==> src/rtl/gpio_defines.svh <==
// holds register offsets, widths and reset values for the three i/o ports
// assumes inclusion by the port block and its helpers only
`ifndef GPIO_DEFINES_SVH
`define GPIO_DEFINES_SVH
`define GPIO_ADDR_W 8
`define GPIO_DATA_W 8
`define GPIO_FIRST_DATA 8'h12
`define GPIO_FIRST_DIR 8'h13
`define GPIO_SECOND_DATA 8'h14
`define GPIO_SECOND_DIR 8'h15
`define GPIO_THIRD_DATA 8'h16
`define GPIO_THIRD_DIR 8'h17
`define GPIO_FIRST_W 8
`define GPIO_SECOND_W 8
`define GPIO_THIRD_W 5
`define GPIO_DIR_RESET 8'hff
`define GPIO_LATCH_RESET 8'hff
`define GPIO_LINE_TONE 0
`define GPIO_LINE_TONE_N 1
`define GPIO_LINE_OSC_IN 3
`define GPIO_LINE_OSC_OUT 4
`endif

==> src/rtl/gpio_pkg.sv <==
// holds the shared types of the i/o port block
// assumes the defines header is included before use
`include "gpio_defines.svh"
package gpio_pkg;
    typedef logic [`GPIO_DATA_W-1:0] gpio_byte_t;
    typedef logic [`GPIO_ADDR_W-1:0] gpio_addr_t;
endpackage

==> src/rtl/gpio_sync.sv <==
// holds a two-stage synchroniser for pad levels
// assumes one clock and an active-low asynchronous reset
`timescale 1ns/1ps
module gpio_sync #(
    parameter int WIDTH = 8
) (
    input wire logic clk_in,
    input wire logic reset_n_in,
    input wire logic [WIDTH-1:0] async_in,
    output logic [WIDTH-1:0] sync_out
);
    typedef struct packed {
        logic [WIDTH-1:0] first;
        logic [WIDTH-1:0] second;
    } gpio_sync_s;
    gpio_sync_s state;
    gpio_sync_s next_state;
    always_comb begin
        next_state.first = async_in;
        next_state.second = state.first;
    end
    always_ff @(posedge clk_in or negedge reset_n_in) begin
        if (!reset_n_in) begin
            // reset to the pulled idle level so no false edge follows reset
            state <= '1;
        end else begin
            state <= next_state;
        end
    end
    assign sync_out = state.second;
endmodule // gpio_sync

==> src/rtl/gpio_port.sv <==
// holds one port: data latch, direction register, pad drive and read mux
// assumes pad levels arrive already synchronised
`timescale 1ns/1ps
`include "gpio_defines.svh"
module gpio_port #(
    parameter int WIDTH = 8
) (
    input wire logic clk_in,
    input wire logic reset_n_in,
    input wire logic data_we_in,
    input wire logic dir_we_in,
    input wire logic [7:0] wdata_in,
    input wire logic [WIDTH-1:0] pad_sync_in,
    output logic [WIDTH-1:0] latch_out,
    output logic [WIDTH-1:0] dir_out,
    output logic [7:0] data_rd_out,
    output logic [7:0] dir_rd_out
);
    typedef struct packed {
        logic [WIDTH-1:0] latch;
        logic [WIDTH-1:0] dir;
    } gpio_port_s;
    gpio_port_s state;
    gpio_port_s next_state;
    logic [WIDTH-1:0] mixed;
    if (WIDTH < 1 || WIDTH > `GPIO_DATA_W) begin : g_width_check
        $error("port width must be 1 to 8");
    end
    always_comb begin
        next_state = state;
        if (data_we_in) begin
            next_state.latch = wdata_in[WIDTH-1:0];
        end
        if (dir_we_in) begin
            next_state.dir = wdata_in[WIDTH-1:0];
        end
    end
    always_ff @(posedge clk_in or negedge reset_n_in) begin
        if (!reset_n_in) begin
            state.latch <= WIDTH'(`GPIO_LATCH_RESET);
            state.dir <= WIDTH'(`GPIO_DIR_RESET);
        end else begin
            state <= next_state;
        end
    end
    assign mixed = (state.dir & pad_sync_in) | (~state.dir & state.latch);
    assign latch_out = state.latch;
    assign dir_out = state.dir;
    assign data_rd_out = 8'(mixed);
    assign dir_rd_out = 8'(state.dir);
endmodule // gpio_port

==> src/rtl/gpio_top.sv <==
// holds the three-port i/o block with buzzer sharing and wake-up
// assumes the cpu bus strobes on the instruction clock; pads are asynchronous
`timescale 1ns/1ps
`include "gpio_defines.svh"
module gpio_top #(
    parameter int FIRST_W = `GPIO_FIRST_W,
    parameter int SECOND_W = `GPIO_SECOND_W,
    parameter int THIRD_W = `GPIO_THIRD_W
) (
    input wire logic clk_in,
    input wire logic reset_n_in,
    input wire gpio_pkg::gpio_addr_t addr_in,
    input wire logic wr_in,
    input wire logic rd_in,
    input wire gpio_pkg::gpio_byte_t wdata_in,
    output gpio_pkg::gpio_byte_t rdata_out,
    input wire logic second_instruction_phase_in,
    input wire logic timer_overflow_in,
    input wire logic opt_wake_first_in,
    input wire logic opt_pull_first_in,
    input wire logic opt_pull_second_in,
    input wire logic opt_pull_third_in,
    input wire logic opt_buzzer_in,
    input wire logic opt_rc_io_in,
    input wire logic [FIRST_W-1:0] first_port_in,
    output logic [FIRST_W-1:0] first_port_out,
    output logic [FIRST_W-1:0] first_port_oe_n_out,
    output logic [FIRST_W-1:0] first_port_pull_out,
    input wire logic [SECOND_W-1:0] second_port_in,
    output logic [SECOND_W-1:0] second_port_out,
    output logic [SECOND_W-1:0] second_port_oe_n_out,
    output logic [SECOND_W-1:0] second_port_pull_out,
    input wire logic [THIRD_W-1:0] third_port_in,
    output logic [THIRD_W-1:0] third_port_out,
    output logic [THIRD_W-1:0] third_port_oe_n_out,
    output logic [THIRD_W-1:0] third_port_pull_out,
    output logic ext_interrupt_n_out,
    output logic timer_ext_clock_pin_out,
    output logic wake_out
);
    import gpio_pkg::*;
    typedef struct packed {
        logic tone;
        logic wake;
        gpio_byte_t rdata;
        logic [FIRST_W-1:0] p1_o;
        logic [FIRST_W-1:0] p1_oe_n;
        logic [FIRST_W-1:0] p1_pull;
        logic [SECOND_W-1:0] p2_o;
        logic [SECOND_W-1:0] p2_oe_n;
        logic [SECOND_W-1:0] p2_pull;
        logic [THIRD_W-1:0] p3_o;
        logic [THIRD_W-1:0] p3_oe_n;
        logic [THIRD_W-1:0] p3_pull;
        logic irq_n;
        logic tmr_clk;
        logic [FIRST_W-1:0] p1_prev;
    } gpio_top_s;
    gpio_top_s state;
    gpio_top_s next_state;
    // ******************************************
    // elaboration checks
    // ******************************************
    if (FIRST_W != `GPIO_FIRST_W || SECOND_W != `GPIO_SECOND_W || THIRD_W != `GPIO_THIRD_W) begin : g_width_check
        $error("port widths must be 8, 8 and 5");
    end
    // ******************************************
    // pad synchronisers
    // ******************************************
    logic [FIRST_W-1:0] p1_sync;
    logic [SECOND_W-1:0] p2_sync;
    logic [THIRD_W-1:0] p3_sync;
    gpio_sync #(.WIDTH(FIRST_W)) u_sync1 (
        .clk_in(clk_in),
        .reset_n_in(reset_n_in),
        .async_in(first_port_in),
        .sync_out(p1_sync)
    );
    gpio_sync #(.WIDTH(SECOND_W)) u_sync2 (
        .clk_in(clk_in),
        .reset_n_in(reset_n_in),
        .async_in(second_port_in),
        .sync_out(p2_sync)
    );
    gpio_sync #(.WIDTH(THIRD_W)) u_sync3 (
        .clk_in(clk_in),
        .reset_n_in(reset_n_in),
        .async_in(third_port_in),
        .sync_out(p3_sync)
    );
    // ******************************************
    // register decode
    // ******************************************
    logic we1;
    logic we2;
    logic we3;
    logic wd1;
    logic wd2;
    logic wd3;
    always_comb begin
        we1 = wr_in && addr_in == `GPIO_FIRST_DATA;
        we2 = wr_in && addr_in == `GPIO_SECOND_DATA;
        we3 = wr_in && addr_in == `GPIO_THIRD_DATA;
        wd1 = wr_in && addr_in == `GPIO_FIRST_DIR;
        wd2 = wr_in && addr_in == `GPIO_SECOND_DIR;
        wd3 = wr_in && addr_in == `GPIO_THIRD_DIR;
    end
    // ******************************************
    // ports
    // ******************************************
    logic [FIRST_W-1:0] l1;
    logic [FIRST_W-1:0] d1;
    logic [SECOND_W-1:0] l2;
    logic [SECOND_W-1:0] d2;
    logic [THIRD_W-1:0] l3;
    logic [THIRD_W-1:0] d3;
    gpio_byte_t r1;
    gpio_byte_t r2;
    gpio_byte_t r3;
    gpio_byte_t rd1;
    gpio_byte_t rd2;
    gpio_byte_t rd3;
    gpio_port #(.WIDTH(FIRST_W)) u_first (
        .clk_in(clk_in),
        .reset_n_in(reset_n_in),
        .data_we_in(we1),
        .dir_we_in(wd1),
        .wdata_in(wdata_in),
        .pad_sync_in(p1_sync),
        .latch_out(l1),
        .dir_out(d1),
        .data_rd_out(r1),
        .dir_rd_out(rd1)
    );
    gpio_port #(.WIDTH(SECOND_W)) u_second (
        .clk_in(clk_in),
        .reset_n_in(reset_n_in),
        .data_we_in(we2),
        .dir_we_in(wd2),
        .wdata_in(wdata_in),
        .pad_sync_in(p2_sync),
        .latch_out(l2),
        .dir_out(d2),
        .data_rd_out(r2),
        .dir_rd_out(rd2)
    );
    gpio_port #(.WIDTH(THIRD_W)) u_third (
        .clk_in(clk_in),
        .reset_n_in(reset_n_in),
        .data_we_in(we3),
        .dir_we_in(wd3),
        .wdata_in(wdata_in),
        .pad_sync_in(p3_sync),
        .latch_out(l3),
        .dir_out(d3),
        .data_rd_out(r3),
        .dir_rd_out(rd3)
    );
    // ******************************************
    // next state
    // ******************************************
    always_comb begin
        next_state = state;
        if (timer_overflow_in) begin
            next_state.tone = ~state.tone;
        end
        // read data captured at the phase edge, whole port for read-modify-write
        if (rd_in && second_instruction_phase_in) begin
            unique case (addr_in)
                `GPIO_FIRST_DATA: next_state.rdata = r1;
                `GPIO_FIRST_DIR: next_state.rdata = rd1;
                `GPIO_SECOND_DATA: next_state.rdata = r2;
                `GPIO_SECOND_DIR: next_state.rdata = rd2;
                `GPIO_THIRD_DATA: next_state.rdata = r3;
                `GPIO_THIRD_DIR: next_state.rdata = rd3;
                default: next_state.rdata = 8'h00;
            endcase
        end
        // push-pull drive; enable low while driving
        next_state.p1_o = l1;
        next_state.p1_oe_n = d1;
        next_state.p1_pull = {FIRST_W{opt_pull_first_in}};
        next_state.p2_o = l2;
        next_state.p2_oe_n = d2;
        next_state.p2_pull = {SECOND_W{opt_pull_second_in}};
        if (opt_buzzer_in) begin
            // bit 0 latch gates the tone for both lines
            next_state.p2_o[`GPIO_LINE_TONE] = l2[`GPIO_LINE_TONE] & state.tone;
            next_state.p2_o[`GPIO_LINE_TONE_N] = l2[`GPIO_LINE_TONE] & ~state.tone;
        end
        next_state.p3_o = l3;
        next_state.p3_oe_n = d3;
        next_state.p3_pull = {THIRD_W{opt_pull_third_in}};
        if (!opt_rc_io_in) begin
            next_state.p3_oe_n[`GPIO_LINE_OSC_IN] = 1'b1;
            next_state.p3_oe_n[`GPIO_LINE_OSC_OUT] = 1'b1;
            next_state.p3_pull[`GPIO_LINE_OSC_IN] = 1'b0;
            next_state.p3_pull[`GPIO_LINE_OSC_OUT] = 1'b0;
        end
        // shared pad functions seen from the pad level
        next_state.irq_n = p3_sync[0];
        next_state.tmr_clk = p3_sync[1];
        // wake on any change of an input line of the first port
        next_state.p1_prev = p1_sync;
        next_state.wake = opt_wake_first_in && |((p1_sync ^ state.p1_prev) & d1);
    end
    always_ff @(posedge clk_in or negedge reset_n_in) begin
        if (!reset_n_in) begin
            state <= '0;
            state.p1_oe_n <= '1;
            state.p2_oe_n <= '1;
            state.p3_oe_n <= '1;
            state.irq_n <= 1'b1;
            // match the synchronisers' idle level: no false wake or clock edge
            state.tmr_clk <= 1'b1;
            state.p1_prev <= '1;
        end else begin
            state <= next_state;
        end
    end
    // ******************************************
    // outputs
    // ******************************************
    assign rdata_out = state.rdata;
    assign first_port_out = state.p1_o;
    assign first_port_oe_n_out = state.p1_oe_n;
    assign first_port_pull_out = state.p1_pull;
    assign second_port_out = state.p2_o;
    assign second_port_oe_n_out = state.p2_oe_n;
    assign second_port_pull_out = state.p2_pull;
    assign third_port_out = state.p3_o;
    assign third_port_oe_n_out = state.p3_oe_n;
    assign third_port_pull_out = state.p3_pull;
    assign ext_interrupt_n_out = state.irq_n;
    assign timer_ext_clock_pin_out = state.tmr_clk;
    assign wake_out = state.wake;
endmodule // gpio_top

==> config.mk <==
export PLATFORM = sky130hd
export DESIGN_NAME = gpio_top
export DESIGN_NICKNAME = d
export VERILOG_FILES = /design/src/rtl/gpio_pkg.sv /design/src/rtl/gpio_sync.sv /design/src/rtl/gpio_port.sv /design/src/rtl/gpio_top.sv
export VERILOG_INCLUDE_DIRS = /design/src /design/src/rtl
export SDC_FILE = /design/constraint.sdc
export NUM_CORES = 1
export LEC_CHECK = 0
export BUFFER_PORTS_ARGS = -buffer_cell sky130_fd_sc_hd__buf_4
export CORE_MARGIN = 5
export CORE_UTILIZATION = 50
export CTS_BUF_LIST = sky130_fd_sc_hd__clkbuf_4 sky130_fd_sc_hd__clkbuf_8
export DETAILED_ROUTE_END_ITERATION = 7
export PLACE_DENSITY = 0.73
export SLEW_MARGIN = 15
export SYNTH_ARGS = -nofsm -noshare
export SYNTH_HDL_FRONTEND = slang
export SYNTH_HIERARCHICAL = 1
export SYNTH_SLANG_ARGS = --single-unit
==> constraint.sdc <==
create_clock -name clk_in -period 1.92 [get_ports clk_in]
set_input_delay 0.384 -clock clk_in [delete_from_list [all_inputs] [get_ports clk_in]]
set_output_delay 0.384 -clock clk_in [all_outputs]
set_load 0.05 [all_outputs]
# Word level (Yosys, flattened, before mapping)
# Cells that the tools add are included.
[classes]
eq_ne = 6
muxes = 4
n_bitwise = 17
reduce_logical = 9
[ops]
columns = ["operator", "n"]
rows = [
  ["$eq A8 B5 Y1 const B", 6],
  ["$pmux W8 S6", 1],
  ["$and A8 B8 Y8", 5],
  ["$not A8 Y8", 2],
  ["$or A8 B8 Y8", 2],
  ["$and A5 B5 Y5", 2],
  ["$logic_and A1 B1 Y1", 8],
  ["$reduce_or A8 Y1", 1],
  ["$xor A8 B8 Y8", 1],
  ["$mux W2", 3],
  ["$not A5 Y5", 1],
  ["$or A5 B5 Y5", 1],
  ["$and A1 B1 Y1", 2],
  ["$not A1 Y1", 1],
]
[totals]
reg_bits = 153
in_bits = 49
output_inout_bits = 74
wordCells = 63

# Depth between registers and ports, before layout
# Gate-level depths: netlist of the first run.
[logic_depth]
depth_word = 4
mapped_depth = 6

# Modules after synthesis
# The synthesis of the first run kept the hierarchy.
[by_module_without_submodules]
columns = ["module", "instances", "cells_each", "area_per_inst_um2", "seq_area_each_um2"]
rows = [
  ["gpio_top", 1, 242, 2984.1, 1690.4],
  ["gpio_port at u_first ...", 2, 50, 833.3, 420.4],
  ["gpio_sync at u_sync1 ...", 2, 16, 420.4, 420.4],
  ["gpio_port at u_third", 1, 37, 518.0, 262.8],
  ["gpio_sync at u_sync3", 1, 10, 262.8, 262.8],
]

# Worst setup path after synthesis of the first run
# No wires, ideal clock.
[synth_path]
path_kind = "input -> register"
startpoint = "in addr_in[7]"
endpoint = "reg u_third.state, in the netlist u_third/latch_out[0]"
arrival_ps = 1801
t_required_ps = 1835
path_slack_ps = 35
path_stages = 5
path_buffers = 0
path_cell_list = "or3_4 > nor2_1 > nand2_1 > nor3_1 > mux2_1"
[synth_via]
elab_chain_cells = 2
[synth_lines]
columns = ["element", "line_no", "source"]
rows = [
  ["start, declared", "gpio_top.sv:12", "input wire gpio_pkg::gpio_addr_t addr_in,"],
  ["$eq A8 B5 Y1", "-", ""],
  ["$logic_and A1 B1 Y1 (no line)", "-", ""],
  ["net we3", "gpio_top.sv:96", "logic we3;"],
  ["end signal, assigned", "gpio_port.sv:43", "state <= next_state;"],
  ["end, declared", "gpio_port.sv:23", "gpio_port_s state;"],
]
# The timed path passes the listed nets, and every way through them passes these cells.
# A chain may end at the register's enable or synchronous reset.

# Worst setup path in the final report of the first run
[layout_path]
startpoint = "reg u_second.state, in the netlist u_second/dir_out[4]"
endpoint = "reg state, in the netlist rdata_out[4]"
[layout_via]
elab_chain_cells = 4
[layout_lines]
columns = ["element", "line_no", "source"]
rows = [
  ["start, declared", "gpio_port.sv:23", ""],
  ["start signal, assigned", "gpio_port.sv:43", ""],
  ["$not A8 Y8", "gpio_port.sv:46", "assign mixed = (state.dir & pad_sync_in) | (~state.dir & state.latch);"],
  ["$and A8 B8 Y8", "gpio_port.sv:46", ""],
  ["$or A8 B8 Y8 *", "gpio_port.sv:46", ""],
  ["net r2[4]", "gpio_top.sv:118", "gpio_byte_t r2;"],
  ["$pmux W8 S6 *", "gpio_top.sv:169", "unique case (addr_in)"],
  ["end signal, assigned", "gpio_top.sv:218", "state <= next_state;"],
  ["end, declared", "gpio_top.sv:59", "gpio_top_s state;"],
]
# The timed path passes the listed nets; every way through them passes the cells marked *.

==> results of run 1 <==
## cell families after synthesis
logic type      count (synthesis)
simple gates                   38
flops                         150
compound gates                 36
mux                            73
buf+inv                       114
xor+xnor                        9
other cells                     1
## metrics by stage
step	area (sq um)	cells	total power, uW	setup WS (ns)	setup TNS (ns)
2_1_floorplan	6290	426	4220	0.0348	0
3_3_place_gp	6770	628	4440	-0.0518	-1.08
3_5_place_dp	6770	628	4460	-0.124	-3.25
4_1_cts	7290	665	7290	0.0821	0
5_1_grt	7410	678	7490	-0.000466	-0.000466
6_report	7410	678	7210	0.101	0
## routing by layer
metal | track usage (%) | up-vias | wire length [um]
met4 | 6.58 | 0 | 182
met3 | 6.82 | 17 | 915
met2 | 26.6 | 121 | 5980
li1 | - | 1479 | -
met5 | 0 | - | 0
met1 | 21.4 | 1689 | 5120
## worst max-delay path, delay by kind of cell (launching register included)
family | cells | cell delay (ns)
flip-flops | 1 | 0.56
AO/OA/AOI/OAI | 3 | 0.61
multiplexers | 2 | 0.50
## worst max path at each step
stage / to / slack [ns] / cells past startpoint
global placement: u_second/latch_out[3] / -0.05 / 7
finish: rdata_out[4] / 0.10 / 5
global route: rdata_out[4] / -0.0005 / 5
detailed placement: u_third/latch_out[1] / -0.12 / 7
floorplan: u_third/latch_out[0] / 0.03 / 5
CTS: rdata_out[4] / 0.08 / 5
## cell type report
| class | instances | area (sq um) |
|---|---|---|
| fillers | 977 | 5050 |
| flip-flops and latches | 150 | 3900 |
| multi-input cells | 162 | 1550 |
| repair buffers | 160 | 1270 |
| clock buffers | 20 | 269 |
| well taps | 172 | 215 |
| clock inverters | 12 | 201 |
| inverters | 2 | 7.51 |
## placed cells by master, fill, tap and decap left out, drive strengths merged, types with 5 or more instances in the layout
cell type / instances
buf: 144
dfstp: 115
mux2: 63
dfrtp: 35
clkbuf: 20
dlygate4sd3: 16
nor2: 14
xor2: 9
mux2i: 9
nand2: 7
o2bb2ai: 7
a22o: 7
a222oi: 7
a211oi: 7
conb: 6
nand2b: 5
bufinv: 5
clkinv: 5
## report_power, final
group | leakage (uW) | switching [uW] | internal [uW] | total, uW
Clock | 0.000232 | 1140 | 1630 | 2770
Combinational | 0.00143 | 547 | 346 | 893
Sequential | 0.00167 | 113 | 3430 | 3540
## what timing repair did
action                                  4_1_cts  5_1_grt
hold endpoints to repair                     11       11
endpoints found under the setup margin        0        1
hold buffers                                  5       11
buffers inserted                              0        2
==> summary.md, run 1 <==
| Metric | Value |
|---|---|
| Placeable Area | `0.0125 sq mm` |
| Horizontal die dimension | `122 um` |
| Average cell area after synthesis | `14.9 sq um` |
| Register name with the most flops | `state` |
| Nature of the critical path endpoint | `register` |
| Share of final-layout standard cells stronger than drive strength 1 | `68.8%` |
| Worst-skew pair later-pin latency | `0.45 ns` |
| Worst-case hold slack | `0.0434 ns` |
| RD Place Congestion | `0.813` |
| Slew at the pin closest to its max-slew limit | `0.678 ns` |
| # IOs | `123` |
| Mux contribution to synthesized area | `15.0%` |
| Yosys reg bits | `150` |
| Vertical die dimension | `122 um` |
| Register area share after synthesis | `62.1%` |
| Wire length of the first global-routing pass | `18800 um` |
| Dominant cells by area after synthesis | `sky130_fd_sc_hd__dfstp_2 (48%), sky130_fd_sc_hd__dfrtp_1 (14%), sky130_fd_sc_hd__buf_4 (12%)` |
| Depth of the CTS H-tree | `4` |
| Kind of critical path | `reg -> reg` |
| CTS tree | `built` |
| Critical Path Source Type | `register` |
| Initial detailed-routing violation count | `253` |
| Vias in the first global route | `3380` |
| CP Max Fanout | `3` |
| Synthesized-area fraction occupied by and/or/nand/nor cells | `3.05%` |
| DR pass1 iterations | `5` |
| Reg-to-Reg End | `rdata_out[4]` |
| Pwr/cell area | `972 mW/mm^2` |
| Final routed wire length divided by cell count | `18.0 um` |
| Main combinational cell family by area after synthesis | `multiplexers` |
| Crit path required time | `2.21 ns` |
| Launch instance of the worst min-delay path | `opt_pull_third_in` |
| Overall routed net length | `12200 um` |
| Setup clock skew after layout | `0.0114 ns` |
| Share of the cycle needed by the critical path after routing | `94.8%` |
| Number of nets in the layout | `542` |
| List of most frequent post-synthesis cells | `sky130_fd_sc_hd__dfstp_2 (115), sky130_fd_sc_hd__buf_4 (98), sky130_fd_sc_hd__dfrtp_1 (35)` |
| Count of unresolved DRC violations after routing | `0` |
| Post-synthesis cell area | `0.00627 sq mm` |
| Status | `finished clean` |
| Critical path cell sequence | `mux2_2 > mux2i_1 > o2bb2ai_1 > a222oi_1 > a211oi_1` |
| Slowest-stage cell, CP | `sky130_fd_sc_hd__dfstp_2` |
| Cell type with the largest total area after synthesis | `sky130_fd_sc_hd__dfstp_2` |
| Initial core utilization | `50.3%` |
| Setup violations, final | `0` |
| Total of warnings raised by yosys | `6` |
| Delay of the slowest cell on the worst path | `0.56 ns` |
| Distinct cell type count of the synthesized netlist | `33` |
| End point of the most critical hold path | `third_port_pull_out[2]` |
| Number of routed nets with antenna violations | `0` |
| Diodes inserted | `0` |
| Max clock buf depth | `2` |
| Max Transition Viols Final | `0` |
| Number of cells on the worst reg-to-reg path | `5` |
| Clock root buffer | `sky130_fd_sc_hd__clkbuf_8` |
| DP HPWL | `8500 um` |
| Timing-limited maximum frequency | `0.550 GHz` |
| Initial antenna violation count | `0` |
| Post-synthesis to final-layout area growth | `18.2%` |
| Headroom to the max-slew limit | `54.6%` |
| Number of flip-flops under the largest register name | `9` |
| DR vias | `3306` |
| Fraction of the core area covered by cells at the end of the flow | `59.5%` |
| GRT Residual Overflow | `0` |
| Clock period minus final worst setup slack | `1.82 ns` |
| Static power due to leakage | `0.00332 uW` |
| Worst R2R Setup Slack | `0.10 ns` |
| Max-capacitance violation count | `0` |
| Ys flop type | `sky130_fd_sc_hd__dfstp_2` |
| Instance count of the mapped netlist | `421` |
| Peak VDD IR | `0.482 mV` |
| Fraction of the mapped netlist area in compound gates | `4.87%` |
| Arrival time of data at the critical path endpoint | `2.11 ns` |
| Clock-pin slew on the worst setup and hold paths | `0.08 ns` |
| Num Clock Sinks | `150` |
| Xor-xnor portion of the synthesized cell area | `1.26%` |
| Start point of the critical path | `u_second/dir_out[4]` |
| Launching point of the worst reg2reg path | `u_second/dir_out[4]` |
| Number of enable-type register cells in the synthesized netlist | `0` |
| Async S/R FF share, synth | `100%` |
| Post-cts gate resize count | `0` |
| Top cell type's share of synthesized area | `48.2%` |
| Largest net degree at the start of global routing | `50` |
| Min-delay worst type | `in -> reg` |
| Cell with the most instances after synthesis | `sky130_fd_sc_hd__dfstp_2` |
| Global Route Usage Sum | `17.0%` |
| Via density | `4.88` |
| Total CTS buffers | `17` |
| Instance count along the most critical hold path | `1` |
| Arithmetic-cell share of the synthesized area counting full adders, half adders and majority gates | `0%` |
| Hold Fails Final Rpt | `0` |
| Count of buffers from port buffering | `122` |
| Std-Cell Rows | `41` |
| Die outline area | `0.0149 sq mm` |
(Power assumes the default switching activity.)
==> inputs of run 2 (changes only) <==
Settings changed: RECOVER_POWER set to 50.
==> run 2 against run 1 <==
Sequential power hardly changed. Final area did not move. Largest power group unchanged. Hold slack better by 0.0021 ns. First-iteration DRC count rose by 7.1%. Largest cell class unchanged. Power shrank 0.12%. Clock-buffer cell count did not move. Sequential cell count did not move. Global-route usage unchanged. Highest routed layer unchanged. Routed wire length fell by 0.16%.
==> summary.md, run 2 (synthesized netlist as in run 1, its figures left out) <==
| Metric | Value |
|---|---|
| Total negative setup slack | `0 ns (unchanged)` |
| Count of buffers from port buffering | `122 (unchanged)` |
| Number of nets in the layout | `542 (unchanged)` |
| Total CTS buffers | `17 (unchanged)` |
| Total power of the final layout | `7200 uW (-0.12%)` |
| Cell area after layout | `0.00741 sq mm (unchanged)` |
| Num Clock Sinks | `150 (unchanged)` |
| Top metal layer carrying routed signals | `met4` |
| Die outline area | `0.0149 sq mm (unchanged)` |
| Share of final-layout standard cells stronger than drive strength 1 | `65.6% (-3.2 points)` |
| Sequential cell fraction of total power | `49.1% (about the same)` |
| Final routed wire length divided by cell count | `18.0 um (-0.16%)` |
| Commonest non-fill, non-tap cell in the layout | `sky130_fd_sc_hd__buf_4` |
| Count of unresolved DRC violations after routing | `0 (unchanged)` |
| WP buf/inv | `0 (unchanged)` |
| Cell-internal power | `5390 uW (-0.16%)` |
| Fill count | `977 (unchanged)` |
| Combinational power share | `12.4% (about the same)` |
| Worst-skew pair later-pin latency | `0.45 ns (about the same)` |
| Clock-pin slew on the worst setup and hold paths | `0.08 ns (about the same)` |
| Depth of the CTS H-tree | `4 (unchanged)` |
| DR vias | `3303 (-0.091%)` |
| GRT Residual Overflow | `0 (unchanged)` |
| Max clock buf depth | `2 (unchanged)` |
| Critical Path Source Type | `register` |
| Timing-limited maximum frequency | `0.550 GHz (about the same)` |
| Worst-case hold slack | `0.0454 ns (+0.00205 ns)` |
| Arrival time of data at the critical path endpoint | `2.11 ns (about the same)` |
| Initial core utilization | `50.3% (unchanged)` |
| Cell family with the largest share of critical-path delay | `compound AO/OA/AOI/OAI gates` |
| Post-synthesis to final-layout area growth | `18.2% (unchanged)` |
| Via density | `4.87 (about the same)` |
| Std-Cell Rows | `41 (unchanged)` |
| Hold Fails Final Rpt | `0 (unchanged)` |
| Amount of wire on met2 after detailed routing | `5950 um (-0.52%)` |
| Share of the cycle needed by the critical path after routing | `94.7% (about the same)` |
| # IOs | `123 (unchanged)` |
| Clock Power Share | `38.6% (about the same)` |
| Kind of critical path | `reg -> reg` |
| Met1 routed wirelength after detailed routing | `5190 um (+1.5%)` |
| Slew at the pin closest to its max-slew limit | `0.668 ns (-0.0101 ns)` |
| Instance area after placement | `0.00677 sq mm (unchanged)` |
| Register name with the most flops | `state` |
| Min-delay worst type | `in -> reg` |
| Horizontal die dimension | `122 um (unchanged)` |
| Number of flip-flops under the largest register name | `9 (unchanged)` |
| Critical path cell sequence | `mux2_2 > mux2i_1 > o2bb2ai_1 > a222oi_1 > a211oi_1` |
| Largest net degree at the start of global routing | `50 (unchanged)` |
| Pwr/cell area | `971 mW/mm^2 (-0.12%)` |
| Setup violations, final | `0 (unchanged)` |
| Clock period minus final worst setup slack | `1.82 ns (-0.000659 ns)` |
| Delay of the slowest cell on the worst path | `0.56 ns (about the same)` |
| Slowest-stage cell, CP | `sky130_fd_sc_hd__dfstp_2` |
| NetSw | `1800 uW (about the same)` |
| DP HPWL | `8500 um (unchanged)` |
| Number of cells on the worst reg-to-reg path | `5 (unchanged)` |
| Crit path required time | `2.22 ns (about the same)` |
| Max-capacitance violation count | `0 (unchanged)` |
| Headroom to the max-slew limit | `55.4% (+0.75 points)` |
| Status | `finished clean` |
| Vias in the first global route | `3380 (unchanged)` |
| CP Max Fanout | `3 (unchanged)` |
| RD Place Congestion | `0.813 (unchanged)` |
| Nature of the critical path endpoint | `register` |
| Total met3 wirelength after detailed routing | `866 um (-5.4%)` |
| Commonest cells after routing, fill and taps aside | `sky130_fd_sc_hd__buf_4 (126), sky130_fd_sc_hd__dfstp_2 (99), sky130_fd_sc_hd__dfrtp_1 (35)` |
| Max Transition Viols Final | `0 (unchanged)` |
| Overall routed net length | `12200 um (-0.16%)` |
| Instance count along the most critical hold path | `1 (unchanged)` |
| Initial detailed-routing violation count | `271 (+7.1%)` |
| Vertical die dimension | `122 um (unchanged)` |
| Diodes inserted | `0 (unchanged)` |
| CTS tree | `built` |
| Initial antenna violation count | `0 (unchanged)` |
| Net switching fraction of the power | `25.0% (+0.032 points)` |
| Number of routed nets with antenna violations | `0 (unchanged)` |
| Clock root buffer | `sky130_fd_sc_hd__clkbuf_8` |
| DR pass1 iterations | `5 (unchanged)` |
| Global Route Usage Sum | `17.0% (unchanged)` |
| Cell depth of the worst setup path | `5 (unchanged)` |
| Setup clock skew after layout | `0.0137 ns (+0.00235 ns)` |
| Peak VDD IR | `0.481 mV (-0.18%)` |
| Post-cts gate resize count | `0 (unchanged)` |
| Placeable Area | `0.0125 sq mm (unchanged)` |
| Wire length of the first global-routing pass | `18800 um (unchanged)` |
| Static power due to leakage | `0.00332 uW (-0.13%)` |
run 2: cell types whose count changed in the layout (fill, tap and decap cells not counted):
cell	previous run	this run
sky130_fd_sc_hd__clkbuf_4	1	16
sky130_fd_sc_hd__dfstp_1	0	16
sky130_fd_sc_hd__and2_0	0	1
sky130_fd_sc_hd__dfstp_2	115	99
sky130_fd_sc_hd__and2_1	3	2
sky130_fd_sc_hd__buf_4	141	126
run 2: cell type report:
class,count,area (sq um),share of cell area [%]
flip-flops and latches,150,3900,52.6
multi-input cells,162,1550,20.9
repair buffers,160,1270,17.1
clock buffers,20,269,3.63
well taps,172,215,2.90
clock inverters,12,201,2.72
inverters,2,7.51,0.101
run 2: per-layer routing:
layer,track usage (%),up-vias
li1,-,1478
met1,21.4,1697
met2,26.6,112
met3,6.82,16
met4,6.58,0
met5,0,-
run 2: worst paths after layout:
check                                        end  slack (ns)                  start
min in group asynchronous     second_port_out[6]        0.44             reset_n_in
setup reg to reg                    rdata_out[4]        0.10    u_second/dir_out[4]
hold reg to reg              u_sync3/sync_out[4]        0.35  u_sync3/next_state[4]
max in group asynchronous    u_sync3/sync_out[0]        0.82             reset_n_in
setup / recovery                    rdata_out[4]        0.10    u_second/dir_out[4]
hold / removal             u_sync3/next_state[0]        0.05       third_port_in[0]
run 2: what timing repair did:
item,CTS,global route
buffers inserted,0,2
endpoints found under the setup margin,0,1
hold endpoints to repair,11,11
hold buffers,5,11
run 2: worst register-to-register path, stage by stage, from the launching register on:
cell and delay [ns]:
sky130_fd_sc_hd__dfstp_2 0.56, sky130_fd_sc_hd__mux2_2 0.34, sky130_fd_sc_hd__mux2i_1 0.17, sky130_fd_sc_hd__o2bb2ai_1 0.08
sky130_fd_sc_hd__a222oi_1 0.38, sky130_fd_sc_hd__a211oi_1 0.15
run 2: power groups by stage:
stage          sequential [uW]  clock (uW)  combinational (uW)
2_1_floorplan             3560           0                 661
3_3_place_gp              3590           0                 857
3_5_place_dp              3590           0                 870
4_1_cts                   3540        2860                 881
5_1_grt                   3550        2980                 944
6_report                  3530        2780                 890
run 2: through the flow:
step	cells	utilization (%)	setup slack (ns)
finish	678	59.5	0.101
global route	678	59.5	-0.000466
CTS	665	58.4	0.0821
detailed placement	628	54.3	-0.124
global placement	628	54.3	-0.0518
floorplan	426	-	0.0348
==> inputs of run 3 (changes only) <==
Settings changed: CORE_ASPECT_RATIO set to 2, SKIP_CTS_REPAIR_TIMING set to 1.
==> run 3 against run 2 <==
Fmax is 0.70% lower. Worst setup slack got worse by 0.013 ns. Via count fell by 4.1%. First-iteration DRC count decreased by 20%. Clock-buffer cell count grew 1. Non-clock buffer count shrank 18. Power shrank 6.2%. Combinational power is 3.5% lower. Critical path depth did not move. Sequential share of layout area rose by 2.1 points. Highest routed layer unchanged.
==> summary.md, run 3 (synthesized netlist as in run 1, its figures left out) <==
| Metric | Value |
|---|---|
| Post-synthesis to final-layout area growth | `13.6%` |
| Timing-limited maximum frequency | `0.546 GHz (-0.70%)` |
| Vertical die dimension | `168 um (+38%)` |
| Setup clock skew after layout | `0.0138 ns (+0.0000501 ns)` |
| Max-capacitance violation count | `0 (unchanged)` |
| Pre-CTS setup slack | `-0.0761 ns (+0.0478 ns)` |
| Vias in the first global route | `3517 (+4.1%)` |
| Setup ws final | `0.0886 ns (-0.0128 ns)` |
| Worst-case hold slack | `0.0496 ns (+0.00418 ns)` |
| Placeable Area | `0.0125 sq mm (+0.13%)` |
| Slew at the pin closest to its max-slew limit | `1.09 ns (+0.423 ns)` |
| Arrival time of data at the critical path endpoint | `2.12 ns (about the same)` |
| Number of cells on the worst reg-to-reg path | `5 (unchanged)` |
| Peak VDD IR | `0.509 mV (+5.9%)` |
| Initial antenna violation count | `0 (unchanged)` |
| Number of flip-flops under the largest register name | `9 (unchanged)` |
| Share of the cycle needed by the critical path after routing | `95.4% (+0.67 points)` |
| Area taken by multi-input logic gates | `0.00156 sq mm (+0.48%)` |
| Area used by sequential logic in the layout | `0.00390 sq mm (unchanged)` |
| Total power of the final layout | `6750 uW (-6.2%)` |
| Largest net degree at the start of global routing | `44 (-12%)` |
| Critical Path Source Type | `register` |
| RD Place Congestion | `0.840 (+3.3%)` |
| Overall routed net length | `12200 um (about the same)` |
| Clock-pin slew on the worst setup and hold paths | `0.08 ns (about the same)` |
| Kind of critical path | `reg -> reg` |
| Worst-skew pair later-pin latency | `0.43 ns (-0.02 ns)` |
| Diodes inserted | `0 (unchanged)` |
| Number of routed nets with antenna violations | `0 (unchanged)` |
| Number of nets in the layout | `524 (-3.3%)` |
| Max clock buf depth | `2 (unchanged)` |
| Fraction of the core area covered by cells at the end of the flow | `57.1% (-2.4 points)` |
| Status | `finished clean` |
| Worst R2R Setup Slack | `0.09 ns (about the same)` |
| Crit path required time | `2.21 ns (about the same)` |
| DP HPWL | `9080 um (+6.9%)` |
| WP buf/inv | `0 (unchanged)` |
| Clock period minus final worst setup slack | `1.83 ns (+0.0128 ns)` |
| Final routed wire length divided by cell count | `19.1 um (+6.2%)` |
| Headroom to the max-slew limit | `27.3% (-28 points)` |
| Delay of the slowest cell on the worst path | `0.57 ns (about the same)` |
| Max Transition Viols Final | `0 (unchanged)` |
| DR vias | `3168 (-4.1%)` |
| GRT Residual Overflow | `0 (unchanged)` |
| Launch instance of the worst min-delay path | `second_port_in[3]` |
| Pwr/cell area | `948 mW/mm^2 (-2.4%)` |
| Global Route Usage Sum | `17.1% (+0.042 points)` |
| CP Max Fanout | `4 (+1)` |
| Clock root buffer | `sky130_fd_sc_hd__clkbuf_8` |
| Count of unresolved DRC violations after routing | `0 (unchanged)` |
| Initial detailed-routing violation count | `218 (-20%)` |
| Instance count along the most critical hold path | `1 (unchanged)` |
| Nature of the critical path endpoint | `register` |
| Slowest-stage cell, CP | `sky130_fd_sc_hd__dfstp_1` |
| Num Clock Sinks | `150 (unchanged)` |
| Critical path cell sequence | `mux2_2 > mux2i_1 > o2bb2ai_1 > a222oi_1 > a211oi_1` |
| Wire length of the first global-routing pass | `19000 um (+1.0%)` |
| CTS tree | `built` |
| Total CTS buffers | `17 (unchanged)` |
| Initial core utilization | `50.3% (-0.066 points)` |
| Share of final-layout standard cells stronger than drive strength 1 | `61.3% (-4.3 points)` |
| Commonest non-fill, non-tap cell in the layout | `sky130_fd_sc_hd__buf_4` |
| Static power due to leakage | `0.00321 uW (-3.3%)` |
| DR pass1 iterations | `4 (-1)` |
| Min-delay worst type | `in -> reg` |
| Count of buffers from port buffering | `122 (unchanged)` |
| Launching point of the worst reg2reg path | `u_third/dir_out[2]` |
| Depth of the CTS H-tree | `4 (unchanged)` |
| Fill count | `1018 (+4.2%)` |
| Die outline area | `0.0150 sq mm (+0.91%)` |
| Cell area after layout | `0.00712 sq mm (-3.9%)` |
| Commonest cells after routing, fill and taps aside | `sky130_fd_sc_hd__buf_4 (113), sky130_fd_sc_hd__dfstp_2 (69), sky130_fd_sc_hd__dfstp_1 (46)` |
| Reg-to-Reg End | `rdata_out[2]` |
| Horizontal die dimension | `89.2 um (-27%)` |
| Setup violations, final | `0 (unchanged)` |
| Instance area after placement | `0.00672 sq mm (-0.63%)` |
| End point of the most critical hold path | `u_sync2/next_state[3]` |
| Register name with the most flops | `state` |
| Std-Cell Rows | `58 (+41%)` |
| # IOs | `123 (unchanged)` |
| Hold Fails Final Rpt | `0 (unchanged)` |
| Cell family with the largest share of critical-path delay | `compound AO/OA/AOI/OAI gates` |
| Via density | `4.97 (+1.9%)` |
run 3: cell count changes in the layout (fill, tap and decap cells not counted), sizes merged:
cell / before / now
clkbuf: 35 / 47
bufinv: 5 / 2
inv: 2 / 4
clkinvlp: 2 / 1
clkinv: 5 / 6
buf: 129 / 115
dlygate4sd3: 16 / 1
run 3: cell type report:
class                           count  share of cell area [%]
Timing Repair Buffer              142                    15.2
Sequential cell                   150                    54.7
Clock inverter                     11                    1.72
Multi-Input combinational cell    162                    21.9
Clock buffer                       21                    3.79
Tap cell                          150                    2.63
Inverter                            2                   0.105
run 3: how the worst max path moves through the flow:
stage / from / end / slack [ns] / cells past startpoint
3_5_place_dp: addr_in[7] / u_first/latch_out[2] / -0.08 / 7
5_1_grt: u_second/dir_out[4] / rdata_out[4] / -0.003 / 5
6_report: u_third/dir_out[2] / rdata_out[2] / 0.09 / 5
4_1_cts: u_third/dir_out[2] / rdata_out[2] / 0.11 / 5
2_1_floorplan: addr_in[7] / u_third/latch_out[0] / 0.03 / 5
3_3_place_gp: addr_in[7] / u_third/latch_out[2] / -0.04 / 7
run 3: metal layers:
layer,global-route usage [%],share of wire [%]
met1,19.0,36
met3,4.51,6.0
met5,0,0
met4,7.32,1.9
met2,29.7,56
run 3: power by group:
group | total [uW] | internal (uW) | switching, uW
Clock | 2380 | 1240 | 1140
Combinational | 859 | 318 | 541
Sequential | 3520 | 3410 | 112
Total | 6750 | 4960 | 1790
run 3: worst register-to-register path, delay by kind of cell, from the launching register on:
kind / cells / cell delay, ns
DFF: 1 / 0.57
AOI/OAI and AO/OA: 3 / 0.63
muxes: 2 / 0.49
run 3: metrics by stage:
| stage | cells | TNS, ns |
|---|---|---|
| 2_1_floorplan | 426 | 0 |
| 3_3_place_gp | 604 | -0.750 |
| 3_5_place_dp | 604 | -1.42 |
| 4_1_cts | 636 | 0 |
| 5_1_grt | 638 | -0.00303 |
| 6_report | 638 | 0 |
